`src/verilog/tws_pkg.sv`:
```
// constants and types for the two-wire command slave
package tws_pkg;
  localparam logic [6:0] OWN_ADDR       = 7'h60;
  localparam logic [2:0] BIT_FIRST      = 3'h0;
  localparam logic [2:0] BIT_LAST       = 3'h7;
  localparam logic [2:0] BIT_STEP       = 3'h1;
  localparam logic [7:0] BYTE_NONE      = 8'h00;
  localparam int         CLK_KHZ        = 10000;
  localparam int         SCL_MAX_KHZ    = 100;
  localparam int         SCL_MIN_CYC    = (CLK_KHZ + SCL_MAX_KHZ - 1) / SCL_MAX_KHZ;
  localparam int         STRETCH_TYP_US = 100;

  typedef enum {
    ST_IDLE, ST_ADDR, ST_WBYTE, ST_ACKS, ST_STR, ST_ACK, ST_RBYTE, ST_RACK, ST_RNEXT, ST_IGN
  } tws_state_t;

  typedef enum logic [2:0] {
    EV_ADDR_WR, EV_ADDR_RD, EV_CMD, EV_DATA, EV_RD_NEXT, EV_STOP
  } tws_ev_kind_t;

  typedef struct packed {
    tws_ev_kind_t kind;
    logic [7:0]   data;
  } tws_ev_t;
endpackage

```
`src/verilog/tws_slave.sv`:
```
// two-wire command slave with clock stretching toward the module processor
// Overview of operation
// - only the fixed seven-bit address 60h is answered, standard seven-bit addressing.
// - clock and data lines are only ever pulled low, released otherwise.
// - after addressing and after each host byte the clock is held low until the processor is ready.
// - every command is one eight-bit byte, optionally followed by operands or results.
// - read or write of a parameter is chosen by the address direction bit.
// - a matching address is acknowledged on the next clock, then the command byte too.
// - in a write every further data byte is acknowledged until stop.
`timescale 1ns/10ps
module tws_slave (
  input  wire logic             clk,
  input  wire logic             sys_rst,
  input  wire logic             scl_i,
  output logic                  scl_o,
  output logic                  scl_oe,
  input  wire logic             sda_i,
  output logic                  sda_o,
  output logic                  sda_oe,
  output tws_pkg::tws_ev_t      ev,
  output logic                  ev_valid,
  input  wire logic             proc_rdy,
  input  wire logic [7:0]       tx_byte
);

  logic                scl_m_q, scl_s_q, scl_p_q;
  logic                sda_m_q, sda_s_q, sda_p_q;
  logic                scl_rise, scl_fall, bus_start, bus_stop;
  tws_pkg::tws_state_t st_q;
  tws_pkg::tws_ev_kind_t kind_q;
  tws_pkg::tws_ev_t    ev_q;
  logic                ev_valid_q;
  logic [2:0]          cnt_q;
  logic [7:0]          sr_q;
  logic [7:0]          tx_q;
  logic                rd_q, first_q, cont_q;
  logic                scl_oe_q, sda_oe_q, scl_o_q, sda_o_q;
  logic                addr_end, addr_hit;

  // two-stage synchronisers and previous sample
  always_ff @(posedge clk) begin
    if (sys_rst) begin
      scl_m_q <= 1'h1;
      scl_s_q <= 1'h1;
      scl_p_q <= 1'h1;
      sda_m_q <= 1'h1;
      sda_s_q <= 1'h1;
      sda_p_q <= 1'h1;
    end else begin
      scl_m_q <= scl_i;
      scl_s_q <= scl_m_q;
      scl_p_q <= scl_s_q;
      sda_m_q <= sda_i;
      sda_s_q <= sda_m_q;
      sda_p_q <= sda_s_q;
    end
  end

  assign scl_rise  = scl_s_q & ~scl_p_q;
  assign scl_fall  = ~scl_s_q & scl_p_q;
  assign bus_start = scl_s_q & scl_p_q & sda_p_q & ~sda_s_q;
  assign bus_stop  = scl_s_q & scl_p_q & ~sda_p_q & sda_s_q;
  assign addr_end  = (st_q == tws_pkg::ST_ADDR) & scl_rise & (cnt_q == tws_pkg::BIT_LAST);
  assign addr_hit  = (sr_q[6:0] == tws_pkg::OWN_ADDR);

  // line drive levels are always low
  always_ff @(posedge clk) begin
    scl_o_q <= 1'h0;
    sda_o_q <= 1'h0;
  end

  // protocol engine
  always_ff @(posedge clk) begin
    ev_valid_q <= 1'h0;
    if (sys_rst) begin
      st_q     <= tws_pkg::ST_IDLE;
      kind_q   <= tws_pkg::EV_STOP;
      ev_q     <= '0;
      cnt_q    <= tws_pkg::BIT_FIRST;
      sr_q     <= tws_pkg::BYTE_NONE;
      tx_q     <= tws_pkg::BYTE_NONE;
      rd_q     <= 1'h0;
      first_q  <= 1'h0;
      cont_q   <= 1'h0;
      scl_oe_q <= 1'h0;
      sda_oe_q <= 1'h0;
    end else if (bus_start) begin
      st_q     <= tws_pkg::ST_ADDR;
      cnt_q    <= tws_pkg::BIT_FIRST;
      scl_oe_q <= 1'h0;
      sda_oe_q <= 1'h0;
    end else if (bus_stop) begin
      if (st_q != tws_pkg::ST_IDLE && st_q != tws_pkg::ST_IGN) begin
        ev_valid_q <= 1'h1;
        ev_q.kind  <= tws_pkg::EV_STOP;
        ev_q.data  <= tws_pkg::BYTE_NONE;
      end
      st_q     <= tws_pkg::ST_IDLE;
      scl_oe_q <= 1'h0;
      sda_oe_q <= 1'h0;
    end else begin
      case (st_q)
        tws_pkg::ST_ADDR: begin
          if (scl_rise) begin
            sr_q  <= {sr_q[6:0], sda_s_q};
            cnt_q <= cnt_q + tws_pkg::BIT_STEP;
            if (cnt_q == tws_pkg::BIT_LAST) begin
              if (addr_hit) begin
                rd_q    <= sda_s_q;
                first_q <= ~sda_s_q;
                kind_q  <= sda_s_q ? tws_pkg::EV_ADDR_RD : tws_pkg::EV_ADDR_WR;
                st_q    <= tws_pkg::ST_ACKS;
              end else begin
                st_q <= tws_pkg::ST_IGN;
              end
            end
          end
        end
        tws_pkg::ST_WBYTE: begin
          if (scl_rise) begin
            sr_q  <= {sr_q[6:0], sda_s_q};
            cnt_q <= cnt_q + tws_pkg::BIT_STEP;
            if (cnt_q == tws_pkg::BIT_LAST) begin
              kind_q  <= first_q ? tws_pkg::EV_CMD : tws_pkg::EV_DATA;
              first_q <= 1'h0;
              st_q    <= tws_pkg::ST_ACKS;
            end
          end
        end
        tws_pkg::ST_ACKS: begin
          if (scl_fall) begin
            sda_oe_q   <= 1'h1;
            scl_oe_q   <= 1'h1;
            ev_valid_q <= 1'h1;
            ev_q.kind  <= kind_q;
            ev_q.data  <= sr_q;
            cont_q     <= 1'h0;
            st_q       <= tws_pkg::ST_STR;
          end
        end
        tws_pkg::ST_RNEXT: begin
          if (scl_fall) begin
            scl_oe_q   <= 1'h1;
            ev_valid_q <= 1'h1;
            ev_q.kind  <= tws_pkg::EV_RD_NEXT;
            ev_q.data  <= tws_pkg::BYTE_NONE;
            cont_q     <= 1'h1;
            st_q       <= tws_pkg::ST_STR;
          end
        end
        tws_pkg::ST_STR: begin
          if (proc_rdy) begin
            scl_oe_q <= 1'h0;
            tx_q     <= tx_byte;
            if (cont_q) begin
              sda_oe_q <= ~tx_byte[7];
              cnt_q    <= tws_pkg::BIT_FIRST;
              st_q     <= tws_pkg::ST_RBYTE;
            end else begin
              st_q <= tws_pkg::ST_ACK;
            end
          end
        end
        tws_pkg::ST_ACK: begin
          if (scl_fall) begin
            cnt_q <= tws_pkg::BIT_FIRST;
            if (rd_q) begin
              sda_oe_q <= ~tx_q[7];
              st_q     <= tws_pkg::ST_RBYTE;
            end else begin
              sda_oe_q <= 1'h0;
              st_q     <= tws_pkg::ST_WBYTE;
            end
          end
        end
        tws_pkg::ST_RBYTE: begin
          if (scl_rise) begin
            cnt_q <= cnt_q + tws_pkg::BIT_STEP;
          end else if (scl_fall) begin
            if (cnt_q == tws_pkg::BIT_FIRST) begin
              sda_oe_q <= 1'h0;
              st_q     <= tws_pkg::ST_RACK;
            end else begin
              sda_oe_q <= ~tx_q[6];
              tx_q     <= {tx_q[6:0], 1'h0};
            end
          end
        end
        tws_pkg::ST_RACK: begin
          if (scl_rise) begin
            st_q <= sda_s_q ? tws_pkg::ST_IGN : tws_pkg::ST_RNEXT;
          end
        end
        default: begin
        end
      endcase
    end
  end

  assign scl_o    = scl_o_q;
  assign scl_oe   = scl_oe_q;
  assign sda_o    = sda_o_q;
  assign sda_oe   = sda_oe_q;
  assign ev       = ev_q;
  assign ev_valid = ev_valid_q;
endmodule

```
`config.mk`:
```
export PLATFORM = sky130hd
export DESIGN_NAME = tws_slave
export DESIGN_NICKNAME = d
export VERILOG_FILES = /design/src/verilog/tws_pkg.sv /design/src/verilog/tws_slave.sv
export SDC_FILE = /design/constraint.sdc
export NUM_CORES = 1
export LEC_CHECK = 0
export ABC_AREA = 1
export BUFFER_PORTS_ARGS = -buffer_cell sky130_fd_sc_hd__buf_4
export CORE_MARGIN = 2
export CORE_UTILIZATION = 62
export DETAILED_ROUTE_END_ITERATION = 10
export PLACE_DENSITY = 0.95
export SLEW_MARGIN = 10
export SYNTH_ARGS = -nofsm -noshare
export SYNTH_HDL_FRONTEND = slang
export SYNTH_SLANG_ARGS = --single-unit
```
`constraint.sdc`:
```
create_clock -name clk -period 3.11 [get_ports clk]
set_input_delay 0.4665 -clock clk [delete_from_list [all_inputs] [get_ports clk]]
set_output_delay 0.4665 -clock clk [all_outputs]
set_load 0.01 [all_outputs]
```
==> impl_metrics.ini, run 1 <==
[power]
ir_drop_mv = 0.462
p_int_mw = 1.27
powerDensity_nw_per_um2 = 786
seqPwrFrac = 0.358
switching_share = 0.415
p_comb_frac = 0.428
fin_total_pwr_mw = 2.17
leakage_nw = 1.26
p_switching_uw = 900
clkPwrFrac = 0.214

[cells_and_area]
syn2layout_area_growth_pct = 13.7
multiInputGateArea_um2 = 1250
antennaDiodeCount = 0
nFillCells = 318
final_cells = 430
fin_util = 0.742
nets = 397
seq_area_um2 = 981
design_area_um2 = 2760
layout-drive-gt1-share = 0.162

[logic_synthesis]
synthFlopType = dfxtp_1
synth-seq-cells = 49
ys_types = 29
synth_area_leaders = dfxtp_1, nand2_1, nor2_1, o21ai_0, inv_1
synth_top_family_by_area = simple AND/OR/NAND/NOR gates
synth.most_common_cell = nand2_1
async_flop_share = 0
netlist.top_cell.by_area = dfxtp_1
seq_area_frac_synth = 0.404
synthesis.area_um2 = 2430
synth_compound_area_frac = 0.160
synthAdderAreaFrac = 0.0155
synth_commonest_cells = nand2_1, nor2_1, dfxtp_1
synth_top_area_share = 0.404
muxShareOfSynthArea = 0.0232
yosys.area_share.simple = 0.313
synth_xor_area_frac = 0
syn_avg_cell_area_um2 = 6.85
netlist_instances = 354
yosys_warnings = 0
synth-edff-count = 0

[clock_network]
cts.htree.levels = 2
cts_buffers = 5
clk_pin_slew_worst_paths_ns = 0.09
clock_latency_ns = 0.31
cts_setup_buffers = 0
hold_buffers = 0
clock_tree.buffer_depth = 2
cts_resized = 0
root_buffer = clkbuf_8
cts_tree = yes
cts_sinks = 49

[sta]
drv_slew = 0
tns_ns = 0
fin_crit_sh = 0.664
fmax_ghz = 0.484
rsz0062_at_grt = false
finalSetupViolations = 0
tightest_slew_ns = 0.714
period_needed_ns = 2.06
fin_skew_ns = 0.0128
hold_violations = 0
max_slew_margin = 0.524

[route]
via_per_inst = 5.49
drc = 0
antenna_left = 0
dr.pass1.iters = 7
dr.first_iter.drc_count = 188
drt_wl_total_um = 5710
vias = 2361
wl_per_cell_um = 13.3

[setup_path]
end_kind = register
cpPeakStageDelay_ns = 0.44
crit_arrival_ns = 2.26
critical_path_class = register to register
path_common_cell = inv_1
crit_slowest_cell = dfxtp_1
path_max_fanout = 13
crit_family = simple AND/OR/NAND/NOR gates
critPathRequiredTime_ns = 3.31
setup.worst_path.start_class = register
path_buf_inv = 3
cp_cell_sequence = inv_1 -> nor2_4 -> nand2_1 -> o21ai_2 -> inv_1 -> nand2_1 -> inv_1 -> o21ai_0 -> nor2_1

[place]
dp_hpwl_um = 4170
port_buffers = 26
dp.cells = 422
gp_congestion = 0.974
place_area_um2 = 2650

[die]
dieArea_um2 = 4430
fp.dieH_um = 66.6
design.core.area_um2 = 3720
num_rows = 22
pin_count = 29
die_w_um = 66.6
start_util = 0.653

[global_route]
antenna_found_initial = 0
grt_usage = 0.291
grt_remaining_overflow = 0
grt_max_degree = 26
grt_pass1_vias = 2109
grt_pass1_wl_um = 9630

[status]
status = completed

[job]
maxCapViolations = 0

[worst_hold_path]
hold_class = primary input to register
-- metal layers --
layer	vias to the layer above	GRT usage	wire length, µm
li1	1194	-	-
met1	1093	0.377	2610
met2	66	0.480	2710
met3	8	0.0625	299
met4	0	0.0969	88
met5	-	0	0
-- placed cells by master, fill, tap and decap left out --
master / n
a211oi_1: 2
a211oi_2: 1
a21boi_0: 1
a21o_1: 1
a21oi_1: 27
a31oi_1: 1
buf_4: 27
bufinv_16: 1
clkbuf_8: 5
clkinv_2: 1
conb_1: 2
dfxtp_1: 49
ha_1: 3
inv_1: 39
inv_2: 2
inv_6: 1
mux2_2: 5
nand2_1: 66
nand2_2: 6
nand3_1: 27
nand4_1: 3
nor2_1: 62
nor2_2: 5
nor2_4: 2
o211ai_1: 3
o21ai_0: 31
o21ai_1: 2
o21ai_2: 1
o21bai_1: 1
or2_2: 4
or2_4: 1
-- stage by stage --
| stage | setup slack (ns) | hold slack (ns) |
|---|---|---|
| after floorplan | 1.65 | 0.389 |
| after global placement | 1.15 | 0.394 |
| after detailed placement | 1.07 | 0.395 |
| after CTS | 1.05 | 0.335 |
| after global routing | 0.730 | 0.337 |
| final | 1.05 | 0.342 |
-- power by group through the flow --
stage               sequential (mW)  combinational, mW  clock, mW
CTS                           0.776              0.911      0.471
finish                        0.776              0.927      0.465
global route                  0.786               1.07      0.493
floorplan                     0.777              0.722          0
detailed placement            0.790              0.904          0
global placement              0.783              0.892          0
-- registers in the layout, indices dropped and copies added (netlist names), 3 cells and up --
register,flops
cnt_q,3
ev,11
st_q,4
tx_q,8
kind_q,3
sr_q,8
-- cells by family (layout without fill, tap and decap cells) --
group                      after synthesis  count (layout)
AOI/OAI and AO/OA                       71              71
buffers and inverters                   49              76
other                                    1               2
DFF                                     49              49
and+or+nand+nor                        176             176
muxes                                    5               5
adders and majority gates                3               3
-- area by class of cell --
| class | instances | area share |
|---|---|---|
| Sequential cell | 49 | 0.356 |
| Clock inverter | 3 | 0.0159 |
| Tap cell | 48 | 0.0218 |
| Clock buffer | 5 | 0.0249 |
| Inverter | 41 | 0.0558 |
| Timing Repair Buffer | 27 | 0.0735 |
| Multi-Input combinational cell | 257 | 0.453 |
-- worst paths after layout --
check | end | cells past startpoint | slack [ns] | start
worst max-delay path | tx_q[2]$_SDFFE_PP0P_ | 9 | 1.05 | st_q[2]$_SDFFE_PP0P_
worst max register to register | tx_q[2]$_SDFFE_PP0P_ | 9 | 1.05 | st_q[2]$_SDFFE_PP0P_
worst min-delay path | sda_m_q$_SDFF_PP1_ | 2 | 0.34 | sda_i
worst min register to register | scl_s_q$_SDFF_PP1_ | 1 | 0.41 | scl_m_q$_SDFF_PP1_
No activity file was read; power rests on OpenSTA's default activity.
==> inputs of run 2 (changes only) <==
--- a/config.mk
+++ b/config.mk
@@ -5,12 +5,12 @@
 export SDC_FILE = /design/constraint.sdc
 export NUM_CORES = 1
 export LEC_CHECK = 0
-export ABC_AREA = 1
+export ABC_AREA = 0
 export BUFFER_PORTS_ARGS = -buffer_cell sky130_fd_sc_hd__buf_4
 export CORE_MARGIN = 2
-export CORE_UTILIZATION = 62
+export CORE_UTILIZATION = 52
 export DETAILED_ROUTE_END_ITERATION = 10
-export PLACE_DENSITY = 0.95
+export PLACE_DENSITY = 0.87
 export SLEW_MARGIN = 10
 export SYNTH_ARGS = -nofsm -noshare
 export SYNTH_HDL_FRONTEND = slang
==> constraint.sdc (replaced) <==
create_clock -name clk -period 1.7 [get_ports clk]
set_input_delay 0.255 -clock clk [delete_from_list [all_inputs] [get_ports clk]]
set_output_delay 0.255 -clock clk [all_outputs]
set_load 0.01 [all_outputs]
==> run 2 against run 1 <==
  * The run now ends with setup timing left
  * Clock skew decreased by 0.0080 ns
  * Non-clock buffer count is 62 higher
  * Synthesized area rose by 7.8%
  * Sequential power up 74%
  * Clock-buffer cell count grew 1
  * Worst hold slack got worse by 0.22 ns
  * Critical endpoint is now st_q[3]$_SDFFE_PP0P_
  * Largest cell class unchanged
==> impl_metrics.ini, run 2 <==
[setup_path]
reg2reg_to = st_q[3]$_SDFFE_PP0P_
critPathRequiredTime_ns = 1.92
cp_cell_sequence = ha_4 -> ha_4 -> nor2b_4 -> o32a_1 -> buf_4 -> o311ai_4 -> nor2_1 -> a211oi_1
cp-endpoint = st_q[3]$_SDFFE_PP0P_
crit_arrival_ns = 2.13
end_kind = register
crit_slowest_cell = dfxtp_1
setup.worst_path.start_class = register
crit_path_start = cnt_q[1]$_SDFFE_PP0P_
r2r_cells = 8
cpPeakStageDelay_ns = 0.35
path_max_fanout = 3
r2r-start = cnt_q[1]$_SDFFE_PP0P_
rrSetupSlack_ns = -0.22
critical_path_class = register to register
path_common_cell = ha_4

[sta]
period_needed_ns = 1.92
fin_skew_ns = 0.00486
rsz0062_at_grt = true
drv_slew = 0
worst_slack_ns = -0.217
hold_violations = 0
fin_crit_sh = 1.13
fmax_ghz = 0.522
finalSetupViolations = 36
tns_ns = -2.74
holdWs_ns = 0.126

[place]
dp.cells = 430
gp_congestion = 0.854
dp_hpwl_um = 4680
port_buffers = 26

[clock_network]
clock_latency_ns = 0.30
root_buffer = clkbuf_8
hold_buffers = 0
cts.htree.levels = 2
cts_buffers = 5
cts_sinks = 49
clock_tree.buffer_depth = 2
cts_tree = yes
clk_pin_slew_worst_paths_ns = 0.09

[logic_synthesis]
synth-seq-cells = 49
synth-edff-count = 0
synth_top_area_share = 0.375
synth_commonest_cells = dfxtp_1, nor2_1, a21oi_1
synthFlopType = dfxtp_1
synthesis.area_um2 = 2620
netlist_instances = 307
netlist.top_cell.by_area = dfxtp_1
syn_avg_cell_area_um2 = 8.52
seq_area_frac_synth = 0.375
synth_area_leaders = dfxtp_1, mux2i_1, a21oi_1, nor2_1, nand2_1
async_flop_share = 0
yosys_warnings = 0
ys_types = 62
synth.most_common_cell = dfxtp_1

[die]
dieArea_um2 = 5610
fp.dieH_um = 74.9
start_util = 0.546
pin_count = 29
die_w_um = 74.9
num_rows = 25
design.core.area_um2 = 4790

[status]
status = complete, but fails checks
violations = setup timing

[cells_and_area]
syn2layout_area_growth_pct = 38.4
antennaDiodeCount = 0
layout_common_cells = buf_4, dfxtp_1, nor2_1
largest_reg_flops = 11
fin_util = 0.756
final_common_cell = buf_4
final_cells = 443
nets = 391
layout-drive-gt1-share = 0.418

[global_route]
grt_remaining_overflow = 0
grt_pass1_vias = 2328
antenna_found_initial = 0
grt_max_degree = 45
grt_pass1_wl_um = 11100
grt_usage = 0.262

[power]
powerDensity_nw_per_um2 = 1050
leakage_nw = 1.43
p_comb_frac = 0.448
ir_drop_mv = 0.858
seqPwrFrac = 0.355
p_switching_mw = 1.38
p_int_mw = 2.42
clkPwrFrac = 0.197
switching_share = 0.363

[route]
drt_wl_total_um = 7860
antenna_left = 0
wl_per_cell_um = 17.7
vias = 2660
drc = 0
dr.pass1.iters = 7
via_per_inst = 6.00
dr.first_iter.drc_count = 188

[worst_hold_path]
hold_class = primary input to register

[job]
maxCapViolations = 0
-- run 2: cell types whose count changed in the layout (fill, tap and decap cells not counted), moves of 16 or more --
cell / delta
mux2i_1: +17
nand3_1: -16
nand2_1: -46
o21ai_0: -25
inv_1: -35
nor2_1: -32
buf_4: +57
-- run 2: layout make-up --
type                       count  area, µm²
clock buffer                   6       82.6
clock inverter                 2       16.3
fill                         307       1170
inverter                       4       15.0
multi-input combinational    226       1730
sequential                    49        995
tap                           67       83.8
timing repair buffer          89        696
-- run 2: logic make-up after synthesis --
kind of cell             count (synthesis)  synth area share
AND/OR/NAND/NOR                        121             0.247
XOR/XNOR                                 2           0.00670
multiplexers                            18            0.0689
adder cells (fa/ha/maj)                  3            0.0144
AO/OA/AOI/OAI                           80             0.223
flip-flops                              49             0.375
other                                    1           0.00143
buffers and inverters                   33            0.0627
-- run 2: how the worst min path moves through the flow --
stage	startpoint	slack, ns	cells past startpoint	endpoint
3_5_place_dp	scl_m_q$_SDFF_PP1_	0.40	1	scl_s_q$_SDFF_PP1_
4_1_cts	scl_i	0.12	2	scl_m_q$_SDFF_PP1_
3_3_place_gp	scl_m_q$_SDFF_PP1_	0.39	1	scl_s_q$_SDFF_PP1_
5_1_grt	scl_i	0.12	2	scl_m_q$_SDFF_PP1_
6_report	scl_i	0.13	2	scl_m_q$_SDFF_PP1_
2_1_floorplan	scl_i	0.36	1	scl_m_q$_SDFF_PP1_
-- run 2: timing repair --
action	CTS	global route
endpoints found under the hold margin	0	0
buffers inserted	4	1
gates resized for setup	23	30
setup endpoints to repair	42	41
cloned	0	1
pin swaps	8	8
-- run 2: critical path: cells and delay by family, from the launching register on --
kind	cells	cell delay, ns
simple gates	2	0.20
fa+ha+maj	2	0.33
compound gates	3	0.80
flops	1	0.35
buf+inv	1	0.15
-- run 2: layer usage --
metal	GRT usage	vias to the layer above	share of wire
met5	0	-	0
met2	0.461	128	0.51
met4	0.0813	0	0.033
met3	0.0482	33	0.066
li1	-	1234	-
met1	0.324	1265	0.39
-- run 2: stage by stage --
stage               setup slack, ns  instance area [µm²]  total power, mW
global route                 -0.265                 3620             3.95
detailed placement           -0.253                 3270             2.79
floorplan                   -0.0861                 2700             2.23
global placement             -0.183                 3270             2.75
CTS                          -0.184                 3490             3.65
finish                       -0.217                 3620             3.79
-- run 2: power by group through the flow --
stage / registers [mW] / logic [mW] / clock network (mW)
after floorplan: 1.31 / 0.925 / 0
after global routing: 1.35 / 1.80 / 0.796
after detailed placement: 1.33 / 1.46 / 0
final: 1.35 / 1.70 / 0.745
after CTS: 1.31 / 1.58 / 0.752
after global placement: 1.33 / 1.43 / 0
==> inputs of run 3 (changes only) <==
--- a/config.mk
+++ b/config.mk
@@ -10,7 +10,7 @@
 export CORE_MARGIN = 2
 export CORE_UTILIZATION = 52
 export DETAILED_ROUTE_END_ITERATION = 10
-export PLACE_DENSITY = 0.87
+export PLACE_DENSITY = 0.8
 export SLEW_MARGIN = 10
 export SYNTH_ARGS = -nofsm -noshare
 export SYNTH_HDL_FRONTEND = slang
==> constraint.sdc (replaced) <==
create_clock -name clk -period 1.7 [get_ports clk]
set_input_delay 0.255 -clock clk [delete_from_list [all_inputs] [get_ports clk]]
set_output_delay 0.255 -clock clk [all_outputs]
set_load 0.05 [all_outputs]
==> run 3 against run 2 <==
  * Die area unchanged
  * Critical path depth decreased by 1
  * Global-route usage decreased by 0.11 points
  * First-iteration DRC count decreased by 34%
  * The flow still finishes with violations (setup timing)
==> impl_metrics.ini, run 3 (synthesis results as in run 2) <==
[setup_path]
setup.worst_path.start_class = register
r2r-start = cnt_q[0]$_SDFFE_PP0P_
path_max_fanout = 4
rrSetupSlack_ns = -0.13
crit_arrival_ns = 2.07
critPathRequiredTime_ns = 1.93
reg2reg_to = st_q[0]$_SDFFE_PP0P_
r2r_cells = 7
critical_path_class = register to register
end_kind = register

[die]
start_util = 0.546
pin_count = 29
num_rows = 25
die_w_um = 74.9
fp.dieH_um = 74.9
design.core.area_um2 = 4790
dieArea_um2 = 5610

[route]
dr.first_iter.drc_count = 124
drt_wl_total_um = 7690
antenna_left = 0
via_per_inst = 5.84
dr.pass1.iters = 4
drc = 0
wl_per_cell_um = 16.8
vias = 2669

[cells_and_area]
final_common_cell = buf_4
layout_common_cells = buf_4, dfxtp_1, nor2_1, a21oi_1, nand2_1
largest_reg_flops = 11
syn2layout_area_growth_pct = 45.9
layout-drive-gt1-share = 0.479
nets = 405
nFillCells = 296
antennaDiodeCount = 0

[clock_network]
root_buffer = clkbuf_8
cts_sinks = 49
cts_buffers = 5
clk_pin_slew_worst_paths_ns = 0.09
cts_tree = yes
clock_tree.buffer_depth = 2
clock_latency_ns = 0.31
hold_buffers = 0
cts.htree.levels = 2

[status]
violations = setup timing
status = complete, but fails checks

[place]
place_ws_ns = -0.220
gp_congestion = 0.952
port_buffers = 26
dp_hpwl_um = 4890

[sta]
finalSetupViolations = 19
tns_ns = -1.07
worst_slack_ns = -0.132
fin_skew_ns = 0.00784
drv_slew = 0
fin_crit_sh = 1.08
hold_violations = 0
rsz0062_at_grt = true
period_needed_ns = 1.83
holdWs_ns = 0.134
fmax_ghz = 0.546

[worst_hold_path]
hp-start = scl_i
hold_class = primary input to register
whs_path_depth = 2
min_to = scl_m_q$_SDFF_PP1_

[job]
maxCapViolations = 0

[global_route]
grt_pass1_wl_um = 11200
antenna_found_initial = 0
grt_max_degree = 31
grt_pass1_vias = 2431
grt_remaining_overflow = 0
grt_usage = 0.261

[power]
leakage_nw = 1.53
powerDensity_nw_per_um2 = 1060
fin_total_pwr_mw = 4.05
ir_drop_mv = 0.739
## run 3: routing by layer
| metal | track usage | wire length [µm] |
|---|---|---|
| met1 | 0.326 | 3180 |
| met2 | 0.453 | 3910 |
| met3 | 0.0482 | 402 |
| met4 | 0.0853 | 202 |
| met5 | 0 | 0 |
## run 3: critical path, cell delays in order (launching register included)
cell and delay, ns:
dfxtp_2 0.35, ha_4 0.16, ha_4 0.15, nor2b_4 0.11, o32a_1 0.32, o311a_1 0.35, a21oi_2 0.15, mux2i_1 0.18
## run 3: timing repair
action                     in CTS  in global routing
setup endpoints to repair      39                 40
buffers inserted                6                  6
gates cloned                    1                  0
gates resized for setup        38                 38
pin swaps                      17                 34
## run 3: where the power goes
group          leakage, nW  switching (mW)  internal, mW
Sequential           0.398          0.0862          1.24
Combinational         1.07           0.948         0.925
Clock               0.0585           0.417         0.442
Total                 1.53            1.45          2.60
## run 3: per-stage QoR
step                      area [µm²]  instances  utilization
after global routing            3820        457        0.797
after global placement          3310        436        0.691
after floorplan                 2700        308            -
after CTS                       3620        451        0.757
after detailed placement        3310        436        0.691
final                           3820        457        0.797
## run 3: worst max path at each step
stage	to	start	slack, ns
2_1_floorplan	tx_q[6]$_SDFFE_PP0P_	st_q[0]$_SDFFE_PP0P_	-0.09
3_3_place_gp	kind_q[0]$_SDFFE_PP1P_	st_q[0]$_SDFFE_PP0P_	-0.14
5_1_grt	st_q[0]$_SDFFE_PP0P_	st_q[1]$_SDFFE_PP0P_	-0.20
4_1_cts	st_q[0]$_SDFFE_PP0P_	cnt_q[0]$_SDFFE_PP0P_	-0.14
6_report	st_q[0]$_SDFFE_PP0P_	cnt_q[0]$_SDFFE_PP0P_	-0.13
3_5_place_dp	kind_q[0]$_SDFFE_PP1P_	st_q[0]$_SDFFE_PP0P_	-0.22
## run 3: layout make-up
cell class / count / area (µm²) / area share
inverters: 4 / 15.0 / 0.00393
clock buffers: 5 / 68.8 / 0.0180
clock inverters: 3 / 43.8 / 0.0115
flip-flops and latches: 49 / 996 / 0.261
repair buffers: 103 / 855 / 0.224
multi-input cells: 226 / 1750 / 0.460
well taps: 67 / 83.8 / 0.0220
